===== config.mk =====
export PLATFORM = sky130hd
export DESIGN_NAME = mlc_top
export DESIGN_NICKNAME = d
export VERILOG_FILES = /design/src/hdl/mlc_fifo.v /design/src/hdl/mlc_top.v
export VERILOG_INCLUDE_DIRS = /design/src /design/src/common
export SDC_FILE = /design/constraint.sdc
export NUM_CORES = 2
export LEC_CHECK = 0
export ABC_AREA = 1
export CORE_MARGIN = 4
export CORE_UTILIZATION = 56
export DETAILED_ROUTE_END_ITERATION = 10
export DONT_BUFFER_PORTS = 1
export PLACE_DENSITY = 0.82
export SYNTH_ARGS = -nofsm -noshare
export SYNTH_HDL_FRONTEND = slang
export SYNTH_SLANG_ARGS = --single-unit
export TNS_END_PERCENT = 1

===== constraint.sdc =====
create_clock -name mclk -period 43.9 [get_ports mclk]
set_input_delay 4.39 -clock mclk [delete_from_list [all_inputs] [get_ports mclk]]
set_output_delay 4.39 -clock mclk [all_outputs]
set_load 0.05 [all_outputs]

===== src/common/mlc_map.vh =====
// register indices, field positions, reset values and constants of the microphone level control block
`ifndef MLC_MAP_VH
`define MLC_MAP_VH
// register indices (byte address is four times the index)
`define MLC_IDX_MANUAL 12'hB12
`define MLC_IDX_ENVSPD 12'hB85
`define MLC_IDX_RATE 12'hB8A
`define MLC_IDX_ENABLE 12'hB8B
`define MLC_IDX_AUX 12'hB8C
`define MLC_IDX_STATUS 12'hB8D
`define MLC_IDX_ENVEL 12'hB8E
`define MLC_IDX_TARGET 12'hBA0
`define MLC_IDX_SELHOLD 12'hBA1
`define MLC_IDX_RATES 12'hBA2
`define MLC_IDX_GATE 12'hBA3
`define MLC_IDX_FLOOR 12'hBA4
// reset values
`define MLC_RST_MANUAL 8'h20
`define MLC_RST_ENVSPD 8'h40
`define MLC_RST_RATE 8'h00
`define MLC_RST_ENABLE 8'h00
`define MLC_RST_AUX 8'h00
`define MLC_RST_TARGET 8'hF8
`define MLC_RST_SELHOLD 8'h00
`define MLC_RST_RATES 8'h22
`define MLC_RST_GATE 8'h00
`define MLC_RST_FLOOR 8'h00
// field positions
`define MLC_F_CHAIN_EN 1
`define MLC_F_CLK_EN 0
`define MLC_F_RATE_MSB 5
`define MLC_F_RATE_LSB 1
`define MLC_F_CMODE_MSB 7
`define MLC_F_CMODE_LSB 6
`define MLC_F_HALVE 0
`define MLC_F_ENVSPD_MSB 7
`define MLC_F_ENVSPD_LSB 4
`define MLC_F_SEL_MSB 6
`define MLC_F_SEL_LSB 5
`define MLC_F_HOLD_MSB 3
`define MLC_F_HOLD_LSB 0
`define MLC_F_GATE_EN 0
`define MLC_F_GACT_MSB 2
`define MLC_F_GACT_LSB 1
`define MLC_F_GTHR_MSB 7
`define MLC_F_GTHR_LSB 3
// processing constants
`define MLC_GAIN_UNITY 4'h4
`define MLC_GAIN_OFFSET 5'h04
`define MLC_SHIFT_NONE 4'h8
`define MLC_PHASE_STEP 11'h004
`define MLC_CIC_MAXCNT 8'hFF
`define MLC_FIFO_WIDTH 32
`define MLC_FIFO_DEPTH 32
`define MLC_FIFO_AW 5
`endif


===== src/hdl/mlc_fifo.v =====
// sample fifo with parameterised width and depth and a registered read port
`timescale 1ns/1ps
module mlc_fifo #(
  parameter W = 32,
  parameter D = 32,
  parameter AW = 5
) (
  input wire mclk,
  input wire sys_rst,
  input wire in_valid,
  output wire in_ready,
  input wire [W-1:0] in_data,
  output reg out_valid,
  input wire out_ready,
  output reg [W-1:0] out_data
);
  reg [W-1:0] mem [0:D-1];
  reg [AW-1:0] wptr_q;
  reg [AW-1:0] rptr_q;
  reg [AW:0] count_q;
  wire push;
  wire load;
  assign in_ready = (count_q < D[AW:0]);
  assign push = in_valid & in_ready;
  // refill the output register when it is empty or being drained
  assign load = (count_q != {(AW+1){1'b0}}) & (~out_valid | out_ready);

  ////////////////////////////////////////////////////////////////////////////
  // storage has no reset, only the pointers, fill level and output stage do
  always @(posedge mclk)
  begin
    if (push)
      mem[wptr_q] <= in_data;
  end

  // pointers, fill level and output stage
  always @(posedge mclk or posedge sys_rst)
  begin
    if (sys_rst)
    begin
      wptr_q <= {AW{1'b0}};
      rptr_q <= {AW{1'b0}};
      count_q <= {(AW+1){1'b0}};
      out_valid <= 1'b0;
      out_data <= {W{1'b0}};
    end
    else
    begin
      if (push)
        wptr_q <= wptr_q + {{(AW-1){1'b0}}, 1'b1};
      if (load)
      begin
        rptr_q <= rptr_q + {{(AW-1){1'b0}}, 1'b1};
        out_data <= mem[rptr_q];
        out_valid <= 1'b1;
      end
      else if (out_ready)
        out_valid <= 1'b0;
      count_q <= count_q + {{AW{1'b0}}, push} - {{AW{1'b0}}, load};
    end
  end
endmodule // mlc_fifo


===== src/hdl/mlc_top.v =====
// microphone path: decimating filter chain, manual gain and shift, automatic level control, output fifo
`timescale 1ns/1ps
`include "mlc_map.vh"
module mlc_top (
  input wire mclk,
  input wire sys_rst,
  input wire [11:0] avs_address,
  input wire avs_read,
  input wire avs_write,
  input wire [31:0] avs_writedata,
  input wire [3:0] avs_byteenable,
  output reg [31:0] avs_readdata,
  output reg avs_waitrequest,
  input wire codec_tick,
  input wire adc_valid,
  input wire [15:0] adc_data,
  output wire aud_valid,
  input wire aud_ready,
  output wire [31:0] aud_data
);
  localparam ST_ATTACK = 3'b001;
  localparam ST_HOLD = 3'b010;
  localparam ST_DECAY = 3'b100;

  ////////////////////////////////////////////////////////////////////////////
  // helpers
  function signed [15:0] mlc_sat16;
    input signed [23:0] v;
    begin
      if (v > 24'sh007FFF)
        mlc_sat16 = 16'sh7FFF;
      else if (v < -24'sh008000)
        mlc_sat16 = 16'sh8000;
      else
        mlc_sat16 = v[15:0];
    end
  endfunction

  // three tap halfband kernel, weights one two one over four
  function signed [15:0] mlc_hb;
    input signed [15:0] a;
    input signed [15:0] b;
    input signed [15:0] c;
    reg signed [17:0] s;
    begin
      s = {{2{a[15]}}, a} + {b[15], b, 1'b0} + {{2{c[15]}}, c};
      mlc_hb = s[17:2];
    end
  endfunction

  // step period mask, two to the rate minus one
  function [15:0] mlc_mask;
    input [3:0] r;
    begin
      mlc_mask = (16'h0001 << r) - 16'h0001;
    end
  endfunction

  // keep gain inside ceiling, floor taking precedence
  function [3:0] mlc_clamp;
    input [3:0] g;
    input [3:0] ceil;
    input [2:0] flr;
    begin
      mlc_clamp = (g > ceil) ? ceil : g;
      if (mlc_clamp < {1'b0, flr})
        mlc_clamp = {1'b0, flr};
    end
  endfunction

  // master clocks per output sample for each rate code
  function [10:0] mlc_ratio;
    input [4:0] code;
    begin
      case (code)
        5'h06, 5'h04: mlc_ratio = 11'd1500;
        5'h17, 5'h15: mlc_ratio = 11'd1496;
        5'h19: mlc_ratio = 11'd1088;
        5'h08: mlc_ratio = 11'd1000;
        5'h0A: mlc_ratio = 11'd750;
        5'h1B: mlc_ratio = 11'd544;
        5'h1C: mlc_ratio = 11'd500;
        5'h0C: mlc_ratio = 11'd375;
        5'h13, 5'h11: mlc_ratio = 11'd272;
        5'h1F: mlc_ratio = 11'd136;
        5'h0E: mlc_ratio = 11'd125;
        default: mlc_ratio = 11'd250;
      endcase
    end
  endfunction

  ////////////////////////////////////////////////////////////////////////////
  // register bus: one wait cycle, then the access completes
  reg [7:0] manual_q, envspd_q, rate_q, enable_q, aux_q, target_q, selhold_q, rates_q, gate_q, floor_q;
  reg ovf_q;
  reg gated_q;
  reg [3:0] gain_q;
  reg signed [17:0] env_q;
  reg [7:0] rd_mux;
  wire bus_req = avs_read | avs_write;
  wire wr_fire = avs_write & ~avs_waitrequest & avs_byteenable[0];
  wire ovf_clr = wr_fire & (avs_address == `MLC_IDX_STATUS) & avs_writedata[0];

  always @*
  begin
    case (avs_address)
      `MLC_IDX_MANUAL: rd_mux = manual_q;
      `MLC_IDX_ENVSPD: rd_mux = envspd_q;
      `MLC_IDX_RATE: rd_mux = rate_q;
      `MLC_IDX_ENABLE: rd_mux = enable_q;
      `MLC_IDX_AUX: rd_mux = aux_q;
      `MLC_IDX_STATUS: rd_mux = {gain_q, 2'b00, gated_q, ovf_q};
      `MLC_IDX_ENVEL: rd_mux = env_q[15:8];
      `MLC_IDX_TARGET: rd_mux = target_q;
      `MLC_IDX_SELHOLD: rd_mux = selhold_q;
      `MLC_IDX_RATES: rd_mux = rates_q;
      `MLC_IDX_GATE: rd_mux = gate_q;
      `MLC_IDX_FLOOR: rd_mux = floor_q;
      default: rd_mux = 8'h00;
    endcase
  end

  // handshake, read capture and configuration writes
  always @(posedge mclk or posedge sys_rst)
  begin
    if (sys_rst)
    begin
      avs_waitrequest <= 1'b1;
      avs_readdata <= 32'h00000000;
      manual_q <= `MLC_RST_MANUAL;
      envspd_q <= `MLC_RST_ENVSPD;
      rate_q <= `MLC_RST_RATE;
      enable_q <= `MLC_RST_ENABLE;
      aux_q <= `MLC_RST_AUX;
      target_q <= `MLC_RST_TARGET;
      selhold_q <= `MLC_RST_SELHOLD;
      rates_q <= `MLC_RST_RATES;
      gate_q <= `MLC_RST_GATE;
      floor_q <= `MLC_RST_FLOOR;
    end
    else
    begin
      avs_waitrequest <= ~(bus_req & avs_waitrequest);
      if (avs_read & avs_waitrequest)
        avs_readdata <= {24'h000000, rd_mux};
      if (wr_fire)
      begin
        case (avs_address)
          `MLC_IDX_MANUAL: manual_q <= avs_writedata[7:0];
          `MLC_IDX_ENVSPD: envspd_q <= avs_writedata[7:0];
          `MLC_IDX_RATE: rate_q <= avs_writedata[7:0];
          `MLC_IDX_ENABLE: enable_q <= avs_writedata[7:0];
          `MLC_IDX_AUX: aux_q <= avs_writedata[7:0];
          `MLC_IDX_TARGET: target_q <= avs_writedata[7:0];
          `MLC_IDX_SELHOLD: selhold_q <= avs_writedata[7:0];
          `MLC_IDX_RATES: rates_q <= avs_writedata[7:0];
          `MLC_IDX_GATE: gate_q <= avs_writedata[7:0];
          `MLC_IDX_FLOOR: floor_q <= avs_writedata[7:0];
          default: ;
        endcase
      end
    end
  end

  ////////////////////////////////////////////////////////////////////////////
  // output rate: fractional phase, four comb outputs per final sample
  // chain and clock gating
  wire chain_on = enable_q[`MLC_F_CHAIN_EN] & rate_q[`MLC_F_CLK_EN];
  wire [10:0] ratio = mlc_ratio(rate_q[`MLC_F_RATE_MSB:`MLC_F_RATE_LSB]);
  reg half_q;
  reg [10:0] phase_q;
  wire [10:0] phase_nx = phase_q + `MLC_PHASE_STEP;
  wire [10:0] phase_rem = phase_nx - ratio;
  // with halving set only every second master tick counts
  wire eff_tick = codec_tick & (~aux_q[`MLC_F_HALVE] | half_q) & chain_on;
  wire cic_emit = eff_tick & (phase_nx >= ratio);

  always @(posedge mclk or posedge sys_rst)
  begin
    if (sys_rst)
    begin
      half_q <= 1'b0;
      phase_q <= 11'h000;
    end
    else
    begin
      if (codec_tick)
        half_q <= ~half_q;
      if (eff_tick)
        phase_q <= ~cic_emit ? phase_nx : ((phase_rem >= ratio) ? 11'h000 : phase_rem);
    end
  end

  ////////////////////////////////////////////////////////////////////////////
  // filter chain, each stage with a one-cycle valid strobe
  reg signed [23:0] acc_q;
  reg [7:0] cnt_q;
  reg cic_v_q, hb1_v_q, hb2_v_q, dr_v_q, hp_v_q, man_v_q;
  reg hb1_ph_q, hb2_ph_q;
  reg signed [15:0] cic_y_q, hb1_a_q, hb1_b_q, hb1_y_q, hb2_a_q, hb2_b_q, hb2_y_q;
  reg signed [15:0] dr_p_q, dr_y_q, hp_y_q, man_y_q;
  reg signed [23:0] dc_q;
  wire signed [23:0] adc_ext = {{8{adc_data[15]}}, adc_data};
  wire take = adc_valid & chain_on & (cnt_q != `MLC_CIC_MAXCNT);
  // power-of-two normalisation of the comb sum, cheaper than a divider
  wire [2:0] norm = cnt_q[7] ? 3'd7 : cnt_q[6] ? 3'd6 : cnt_q[5] ? 3'd5 : cnt_q[4] ? 3'd4 :
                    cnt_q[3] ? 3'd3 : cnt_q[2] ? 3'd2 : cnt_q[1] ? 3'd1 : 3'd0;
  // every operand signed, or the shift of a falling step would fill with zeros
  wire signed [23:0] dr_sum = $signed({{8{hb2_y_q[15]}}, hb2_y_q}) + ($signed(
                               {{8{hb2_y_q[15]}}, hb2_y_q} - {{8{dr_p_q[15]}}, dr_p_q}) >>> 3);
  wire signed [23:0] hp_diff = {{8{dr_y_q[15]}}, dr_y_q} - {{8{dc_q[23]}}, dc_q[23:8]};
  wire signed [23:0] hp_ext = {{8{hp_y_q[15]}}, hp_y_q};
  wire signed [23:0] man_sc = hp_ext + (manual_q[0] ? (hp_ext >>> 2) : 24'sh000000)
                                     + (manual_q[1] ? (hp_ext >>> 1) : 24'sh000000);
  wire [3:0] shf = manual_q[5:2];
  wire signed [23:0] man_sh = (shf >= `MLC_SHIFT_NONE) ? (man_sc <<< (shf - `MLC_SHIFT_NONE))
                                                       : (man_sc >>> (`MLC_SHIFT_NONE - shf));

  always @(posedge mclk or posedge sys_rst)
  begin
    if (sys_rst)
    begin
      acc_q <= 24'sh000000;
      cnt_q <= 8'h00;
      {cic_v_q, hb1_v_q, hb2_v_q, dr_v_q, hp_v_q, man_v_q} <= 6'h00;
      {hb1_ph_q, hb2_ph_q} <= 2'b00;
      {cic_y_q, hb1_a_q, hb1_b_q, hb1_y_q} <= 64'h0;
      {hb2_a_q, hb2_b_q, hb2_y_q, dr_p_q} <= 64'h0;
      {dr_y_q, hp_y_q, man_y_q} <= 48'h0;
      dc_q <= 24'sh000000;
    end
    else
    begin
      cic_v_q <= cic_emit;
      if (cic_emit)
      begin
        cic_y_q <= mlc_sat16(acc_q >>> norm);
        acc_q <= take ? adc_ext : 24'sh000000;
        cnt_q <= take ? 8'h01 : 8'h00;
      end
      else if (take)
      begin
        acc_q <= acc_q + adc_ext;
        cnt_q <= cnt_q + 8'h01;
      end
      // first halfband keeps every second output
      hb1_v_q <= cic_v_q & hb1_ph_q;
      if (cic_v_q)
      begin
        hb1_ph_q <= ~hb1_ph_q;
        hb1_b_q <= hb1_a_q;
        hb1_a_q <= cic_y_q;
        hb1_y_q <= mlc_hb(cic_y_q, hb1_a_q, hb1_b_q);
      end
      hb2_v_q <= hb1_v_q & hb2_ph_q;
      if (hb1_v_q)
      begin
        hb2_ph_q <= ~hb2_ph_q;
        hb2_b_q <= hb2_a_q;
        hb2_a_q <= hb1_y_q;
        hb2_y_q <= mlc_hb(hb1_y_q, hb2_a_q, hb2_b_q);
      end
      // droop lift, then a first-order dc blocker
      dr_v_q <= hb2_v_q;
      if (hb2_v_q)
      begin
        dr_p_q <= hb2_y_q;
        dr_y_q <= mlc_sat16(dr_sum);
      end
      hp_v_q <= dr_v_q;
      if (dr_v_q)
      begin
        dc_q <= dc_q + $signed({{8{dr_y_q[15]}}, dr_y_q}) - (dc_q >>> 8);
        hp_y_q <= mlc_sat16(hp_diff);
      end
      man_v_q <= hp_v_q;
      // unity at gain code zero with shift code eight, saturate after shift
      if (hp_v_q)
        man_y_q <= mlc_sat16(man_sh);
    end
  end

  ////////////////////////////////////////////////////////////////////////////
  // level control: envelope, gain state machine, gate
  reg [2:0] st_q;
  reg [15:0] step_q;
  reg [7:0] hold_q;
  reg [3:0] att_q;
  reg alc_v_q;
  reg [31:0] pend_q;
  reg pend_v_q;
  wire [15:0] mag = man_y_q[15] ? ((man_y_q == 16'sh8000) ? 16'h7FFF : (16'h0000 - man_y_q)) : man_y_q;
  wire signed [17:0] env_dif = {2'b00, mag} - env_q;
  wire over = env_q[15:12] > target_q[3:0];
  wire below = gate_q[`MLC_F_GATE_EN] & (env_q[15:11] < gate_q[`MLC_F_GTHR_MSB:`MLC_F_GTHR_LSB]);
  wire [1:0] gact = gate_q[`MLC_F_GACT_MSB:`MLC_F_GACT_LSB];
  wire [3:0] ceil = target_q[7:4];
  wire [2:0] flr = floor_q[2:0];
  wire [15:0] atk_m = mlc_mask(rates_q[3:0]);
  wire [15:0] dcy_m = mlc_mask(rates_q[7:4]);
  wire signed [5:0] mult = {1'b0, {1'b0, gain_q} + `MLC_GAIN_OFFSET};
  wire signed [21:0] prod = man_y_q * mult;
  wire signed [15:0] gained = mlc_sat16({{5{prod[21]}}, prod[21:3]});
  // gated result: hard or soft mute
  wire signed [15:0] alc_y = (below & (gact == 2'b01)) ? 16'sh0000 : (gained >>> att_q);
  wire [1:0] sel = selhold_q[`MLC_F_SEL_MSB:`MLC_F_SEL_LSB];
  wire fifo_ready;
  wire push = pend_v_q & fifo_ready;

  always @(posedge mclk or posedge sys_rst)
  begin
    if (sys_rst)
    begin
      env_q <= 18'sh00000;
      st_q <= ST_ATTACK;
      step_q <= 16'h0000;
      hold_q <= 8'h00;
      gain_q <= `MLC_GAIN_UNITY;
      att_q <= 4'h0;
      gated_q <= 1'b0;
    end
    else if (man_v_q)
    begin
      env_q <= env_q + (env_dif >>> envspd_q[`MLC_F_ENVSPD_MSB:`MLC_F_ENVSPD_LSB]);
      gated_q <= below;
      att_q <= (below & (gact == 2'b10)) ? ((att_q == 4'hF) ? att_q : att_q + 4'h1)
                                         : ((att_q == 4'h0) ? att_q : att_q - 4'h1);
      if (!(below & (gact == 2'b00)))
      begin
        gain_q <= mlc_clamp(gain_q, ceil, flr);
        case (st_q)
          ST_ATTACK:
          begin
            if (!over)
            begin
              st_q <= ST_HOLD;
              hold_q <= {selhold_q[`MLC_F_HOLD_MSB:`MLC_F_HOLD_LSB], 4'h0};
              step_q <= 16'h0000;
            end
            else if (step_q >= atk_m)
            begin
              step_q <= 16'h0000;
              gain_q <= mlc_clamp((gain_q == 4'h0) ? 4'h0 : gain_q - 4'h1, ceil, flr);
            end
            else
              step_q <= step_q + 16'h0001;
          end
          ST_HOLD:
          begin
            if (over)
              st_q <= ST_ATTACK;
            else if (hold_q == 8'h00)
              st_q <= ST_DECAY;
            else
              hold_q <= hold_q - 8'h01;
          end
          ST_DECAY:
          begin
            if (over)
            begin
              st_q <= ST_ATTACK;
              step_q <= 16'h0000;
            end
            else if (step_q >= dcy_m)
            begin
              step_q <= 16'h0000;
              gain_q <= mlc_clamp((gain_q == 4'hF) ? 4'hF : gain_q + 4'h1, ceil, flr);
            end
            else
              step_q <= step_q + 16'h0001;
          end
          default: st_q <= ST_ATTACK;
        endcase
      end
    end
  end

  // output word, left high half; a sample arriving while one waits is counted as overflow
  always @(posedge mclk or posedge sys_rst)
  begin
    if (sys_rst)
    begin
      alc_v_q <= 1'b0;
      pend_q <= 32'h00000000;
      pend_v_q <= 1'b0;
      ovf_q <= 1'b0;
    end
    else
    begin
      alc_v_q <= man_v_q;
      // set wins over a software clear
      if (alc_v_q & pend_v_q & ~push)
        ovf_q <= 1'b1;
      else if (ovf_clr)
        ovf_q <= 1'b0;
      if (alc_v_q & ~(pend_v_q & ~push))
      begin
        pend_q <= {sel[1] ? alc_y : man_y_q, sel[0] ? alc_y : man_y_q};
        pend_v_q <= 1'b1;
      end
      else if (push)
        pend_v_q <= 1'b0;
    end
  end

  mlc_fifo #(
    .W(`MLC_FIFO_WIDTH),
    .D(`MLC_FIFO_DEPTH),
    .AW(`MLC_FIFO_AW)
  ) u_fifo (
    .mclk(mclk),
    .sys_rst(sys_rst),
    .in_valid(pend_v_q),
    .in_ready(fifo_ready),
    .in_data(pend_q),
    .out_valid(aud_valid),
    .out_ready(aud_ready),
    .out_data(aud_data)
  );
endmodule // mlc_top


After elaboration in Yosys (flattened, before gate mapping)
Memory sizes are Yosys's and may differ from the RTL's. A register that Yosys moved wholly into a read port is not among the register bits.
Cells that the tools add are included.
{"block": "word_totals", "memories": 2, "input_bits": 71, "word_cells": 281, "latch_bits": 0, "out_inout_bits": 66, "romBits": 352, "register_bits": 447, "ram_bits": 1024}
{"name": "u_fifo.mem", "depth": 32, "word_bits": 32, "rd": 1, "rd_clocked_by_memory_dff": 1, "write_ports": 1, "line_no": "mlc_fifo.v:17", "text": "reg [W-1:0] mem [0:D-1];"}
{"name": "(name not given)", "depth": 32, "word_bits": 11, "rd": 1, "rd_clocked_by_memory_dff": 0, "write_ports": 0, "line_no": "mlc_top.v:75", "text": "case (code)"}
{"block": "op_classes", "bitwise_logic": 37, "order_cmp": 24, "n_mux": 72, "eq_ne": 28, "shift": 7, "n_reduce_logical": 26, "add_sub_neg": 33, "n_div": 0, "multipliers": 1}
{"cell": "$mux 16", "count": 19}
{"cell": "$eq 12x12->1 const B", "count": 12}
{"cell": "$mux 24", "count": 6}
{"cell": "$pmux 8 s12", "count": 1}
{"cell": "$mux 4", "count": 15}
{"cell": "$add 18x18->18", "count": 3}
{"cell": "$add 24x16->24", "count": 2}
{"cell": "$gt 24x16->1 const B", "count": 2}
{"cell": "$lt 24x16->1 const B", "count": 2}
{"cell": "$mux 8", "count": 5}
{"cell": "$add 16x17->18", "count": 2}
{"cell": "$gt 17x16->1 const B", "count": 2}
{"cell": "$lt 17x16->1 const B", "count": 2}
{"cell": "$sub 16x16->17", "count": 2}
{"cell": "$ge 16x16->1", "count": 2}
{"cell": "$pmux 16 s2", "count": 1}
{"cell": "$shl 1x4->16 const A", "count": 2}
{"cell": "$sub 16x1->16 const B", "count": 2}
{"cell": "$add 16x24->24", "count": 1}
{"cell": "$add 24x24->24", "count": 1}
{"cell": "$and 1x1->1", "count": 24}
{"cell": "$mux 3", "count": 8}
{"cell": "$sshl 24x4->24", "count": 1}
{"cell": "$sshr 24x3->24", "count": 1}
{"cell": "other kinds (56)", "count": 110}

Logic depth before layout (Yosys ltp)
{"block": "logic_depth", "depth_word": 11, "ltp_mapped": 42, "ltp_nobuf": 42}

By module
From an unflattened synthesis, not the netlist that was laid out.
{"block": "hier_totals", "hier_cells": 9774, "hier_area_um2": 84148.2}
{"mod": "mlc_fifo", "instances": 1, "area_per_inst_um2": 44906.8, "cells_each": 4142, "seq_area_each_um2": 31975.7}
{"mod": "mlc_top", "instances": 1, "area_per_inst_um2": 39241.4, "cells_each": 5632, "seq_area_each_um2": 10775.3}

Least setup slack after synthesis
No wires, ideal clock.
{"block": "synth_path", "path_type": "input -> register", "startpoint": "in aud_ready", "endpoint": "reg u_fifo.count_q[4]", "setup_slack_ns": 37.316, "required_time_ns": 43.821, "cell_stages": 14, "path_buffers": 1, "setup_time_ns": 0.079, "t_arrival_ns": 6.505, "cell_sequence": "inv_1 > nand2_1 > nand2_1 > clkinv_1 > clkbuf_1 > ha_1 > inv_1 > ha_1 > inv_1 > fa_1 > inv_1 > a21oi_1 > o21ai_0 > xor2_1"}
{"block": "synth_between", "elab_chain_cells": 3}
{"element": "start: declaration", "line_no": "mlc_top.v:18", "text": "input wire aud_ready,"}
{"element": "$or 1x1->1", "line_no": "mlc_fifo.v:26", "text": "assign load = (count_q != {(AW+1){1'b0}}) & (~out_valid | out_ready);"}
{"element": "$and 1x1->1", "line_no": "mlc_fifo.v:26"}
{"element": "net u_fifo.load", "line_no": "mlc_fifo.v:22", "text": "wire load;"}
{"element": "$sub 6x1->6", "line_no": "mlc_fifo.v:59", "text": "count_q <= count_q + {{AW{1'b0}}, push} - {{AW{1'b0}}, load};"}
{"element": "end signal: assignment", "line_no": "mlc_fifo.v:43", "text": "count_q <= {(AW+1){1'b0}};"}
{"element": "end signal: assignment", "line_no": "mlc_fifo.v:59"}
{"element": "end: declaration", "line_no": "mlc_fifo.v:20", "text": "reg [AW:0] count_q;"}
The timed path passes the listed nets, and every way through them passes these cells.
A chain may end at the register's enable or synchronous reset.

Worst setup path in the final report
{"block": "layout_path", "startpoint": "reg gain_q[2]", "endpoint": "reg pend_q[21]"}
{"block": "layout_between", "elab_chain_cells": 8, "word_cells_on_any_way": 9, "cone_classes": "1 x add/sub; 1 x mul; 2 x order compare; 1 x shift; 4 x mux"}
{"element": "start: declaration", "line_no": "mlc_top.v:97", "text": "reg [3:0] gain_q;"}
{"element": "start signal: assignment", "line_no": "mlc_top.v:318", "text": "gain_q <= `MLC_GAIN_UNITY;"}
{"element": "start signal: assignment", "line_no": "mlc_top.v:330", "text": "gain_q <= mlc_clamp(gain_q, ceil, flr);"}
{"element": "start signal: assignment", "line_no": "mlc_top.v:343", "text": "gain_q <= mlc_clamp((gain_q == 4'h0) ? 4'h0 : gain_q - 4'h1, ceil, flr);"}
{"element": "$add 4x3->5 (no source line) *"}
{"element": "$mul 16x6->22 *", "line_no": "mlc_top.v:302", "text": "wire signed [21:0] prod = man_y_q * mult;"}
{"element": "$lt 19x16->1", "line_no": "mlc_top.v:32", "text": "else if (v < -24'sh008000)"}
{"element": "$mux 16", "line_no": "mlc_top.v:32"}
{"element": "$mux 16 *", "line_no": "mlc_top.v:30", "text": "if (v > 24'sh007FFF)"}
{"element": "$sshr 16x4->16 *", "line_no": "mlc_top.v:305", "text": "wire signed [15:0] alc_y = (below & (gact == 2'b01)) ? 16'sh0000 : (gained >>> att_q);"}
{"element": "$mux 16 *", "line_no": "mlc_top.v:305"}
{"element": "$mux 16 *", "line_no": "mlc_top.v:398", "text": "pend_q <= {sel[1] ? alc_y : man_y_q, sel[0] ? alc_y : man_y_q};"}
{"element": "end signal: assignment", "line_no": "mlc_top.v:398"}
{"element": "end: declaration", "line_no": "mlc_top.v:290", "text": "reg [31:0] pend_q;"}
Mark *: on every way between the ends. The rest lies on a longest branch, timed or not.

==> impl_metrics.yaml <==
logic_synthesis:
  synth_top_area_cell: "edfxtp_1"
  synth.area.top_cells: "edfxtp_1 (38%), dfrtp_1 (15%), nand2_1 (7.5%), o21ai_0 (6.2%), ha_1 (5.1%)"
  syn_avg_cell_area_um2: 9.39
  yosysWarnings: 0
  synth-main-ff-cell: "edfxtp_1"
  ys_types: 66
  synth-seq-cells: 1503
  synth_edf_count: 1024
  yosysSeqAreaShare_pct: 53.1
  syn_inst: 8576
  netlist_area_mm2: 0.0805
  async_flop_share_pct: 31.9
  yosys.area.top_type_share_pct: 38.2
power:
  vdd_drop_max_uv: 86.4
  power.total_mw: 3.66
  powerDensity_mw_per_mm2: 42.1
  p_leak_nw: 33.8
routing:
  routed_wl_um: 211000
  vias_per_cell: 6.07
  wire_per_inst_um: 20.2
  drc: 0
  drtIter0Drc: 7384
  postRouteAntennaNets: 0
  num_vias: 63300
  first_pass_iters: 8
floorplan:
  core_area_mm2: 0.142
  num_rows: 138
  start_util_pct: 56.6
  io_pins: 137
  dieArea_mm2: 0.150
  die_h_um: 387
  fp.dieW_um: 387
placed_design:
  io_buffers: 0
  routabilityCongestion: 0.920
  dpl.cell_count: 10200
  dp_hpwl_um: 132000
layout:
  syn2layout_area_growth_pct: 8.16
  nNetsFinal: 8943
  final_util_pct: 61.3
  fin_cells: 10400
  drive_gt1_share_pct: 5.66
clocking:
  cts_buffer_depth: 3
  clock_latency_ns: 0.81
  numCtsBuffers: 150
  ctsResizeCount: 0
  path_clk_slew_ns: 0.06
  cts_root_buf: "clkbuf_16"
  cts_hold_repair.buffers: 0
  cts.sinks: 1503
  cts_setup_buffers: 0
  h-tree-depth: 4
  cts_tree: "built"
grt:
  grt_pass1_vias: 61700
  grtUsageTotal_pct: 27.5
  grt.overflow.total: 0
  grt_max_degree: 225
  grt_pass1_wl_um: 332000
  antenna_found_initial: 3
timing:
  fmax_ghz: 0.140
  tightestPinTransition_ns: 1.26
  setup_viol: 0
  rsz0062_at_grt: "no"
  finClkSkew_ns: 0.0696
  fin_crit_sh_pct: 16.3
  tns_ns: 0
  period_minus_slack_ns: 7.14
  finalHoldViolCount: 0
  maxSlewViolCount: 0
  max_slew_margin_pct: 15.1
  holdWs_ns: 0.466
flow_run:
  cap_viol_max_count: 0
worst_setup_path:
  reg2reg_depth: 32
  reg2reg_from: "gain_q[2]"
  critical_path_class: "reg2reg"
  crit_start: "gain_q[2]"
  start_kind: "flop"
  max_stage_delay_ns: 1.00
  cpMaxStageDelayCell: "ha_1"
  crit_top_cell: "nand2_1"
  crit_fanout: 28
  cp.required_ns: 44.57
  cp-end-kind: "flop"
  critical_path_arrival_ns: 7.82
outcome:
  outcome: "completed"
worst_hold_path:
  min_path_type: "reg2reg"
  hold_path.startpoint: "half_q"
  min_path_cells: 1
## flip-flops by register name, indices dropped and copies added (netlist names), 11 cells and up
register         flops
hb1_y_q             16
dr_p_q              16
hb2_a_q             16
env_q               18
step_q              16
hb2_y_q             16
cic_y_q             16
hp_y_q              16
u_fifo.mem        1024
acc_q               24
dc_q                24
hb2_b_q             16
hb1_b_q             16
hb1_a_q             16
pend_q              32
dr_y_q              16
u_fifo.out_data     32
man_y_q             16
phase_q             11
## final timing paths
check / end / slack [ns]
min: half_q / 0.47
min reg2reg: half_q / 0.47
max: pend_q[21] / 36.76
max reg2reg: pend_q[21] / 36.76
max in group asynchronous: u_fifo.rptr_q[2] / 38.06
min in group asynchronous: hb1_b_q[15] / 3.54
## power by group
group	internal (mW)	total, mW	switching, mW
clock network	0.733	1.29	0.562
registers	1.52	1.62	0.0985
logic	0.179	0.749	0.570
total	2.43	3.66	1.23
## synth_stat cells, types with 7 or more instances
cell	count
a221oi_1	31
o311ai_0	7
clkbuf_1	323
and2_1	13
inv_1	832
nor3b_1	8
buf_1	24
inv_2	11
nand3_2	14
nand3b_1	9
clkinv_1	14
o21ai_0	1001
dfrtp_1	467
o21a_1	13
fa_1	130
o22ai_1	177
ha_1	329
xnor2_1	52
nand2_1	1601
nand4_1	104
nor2_2	10
xor2_1	122
nor4_1	12
dfstp_2	12
nor3_1	54
o21ai_1	16
a31oi_1	37
a211oi_1	17
a21oi_1	354
or2_2	37
buf_4	30
o31ai_1	19
edfxtp_1	1024
nor2_1	918
o21bai_1	16
nand3_1	420
nand2_2	34
a21o_1	16
a21oi_2	13
buf_2	29
o211ai_1	69
o221ai_1	108
## final cells by class
| type | count | area [um^2] |
|---|---|---|
| Antenna cell | 3 | 7.51 |
| Clock buffer | 191 | 4050 |
| Clock inverter | 82 | 931 |
| Fill cell | 11100 | 55000 |
| Inverter | 857 | 3240 |
| Multi-Input combinational cell | 5829 | 33100 |
| Sequential cell | 1503 | 42800 |
| Tap cell | 1890 | 2360 |
| Timing Repair Buffer | 72 | 578 |
## stage by stage
stage	setup WS (ns)	instance area [um^2]
after floorplan	26.17	80600
after global placement	36.82	82100
after detailed placement	36.75	82100
after CTS	36.92	87100
after global routing	36.30	87100
final	36.76	87100
## layout by cell type (no fill, tap or decap), types with 52 or more instances in the layout
master     count
o22ai_1      177
nand4_1      104
nor2_1       885
buf_4         69
nand3_1      420
o211ai_1      69
xor2_1       122
dfrtp_1      463
ha_1         329
xnor2_1       52
a21oi_1      354
o221ai_1     108
clkbuf_16    152
nor3_1        54
nand2_1     1601
edfxtp_1    1024
fa_1         130
inv_1        827
o21ai_0     1001
## metal layers
layer | GRT usage [%] | vias up | part of all wire, %
met5 | 0 | - | 0.0062
met4 | 12.8 | 2 | 4.8
met3 | 5.64 | 624 | 10
met2 | 45.0 | 3276 | 47
met1 | 35.5 | 30300 | 38
li1 | - | 29100 | -
## worst max-delay path: cells and delay by family (launching register included)
kind,cells,cell delay [ns]
adder cells (fa/ha/maj),5,2.66
AND/OR/NAND/NOR,22,2.56
AO/OA/AOI/OAI,1,0.16
flip-flops,1,0.87
buffers and inverters,4,0.77
## logic make-up after synthesis
kind of cell               synth area share [%]
DFF                                        53.1
buffers and inverters                      6.15
adders and majority gates                  8.35
muxes                                    0.0249
other                                   0.00933
and+or+nand+nor                            16.8
AOI/OAI and AO/OA                          13.6
xor gates and xnor gates                   1.93
No activity file was read; power rests on OpenSTA's default activity.
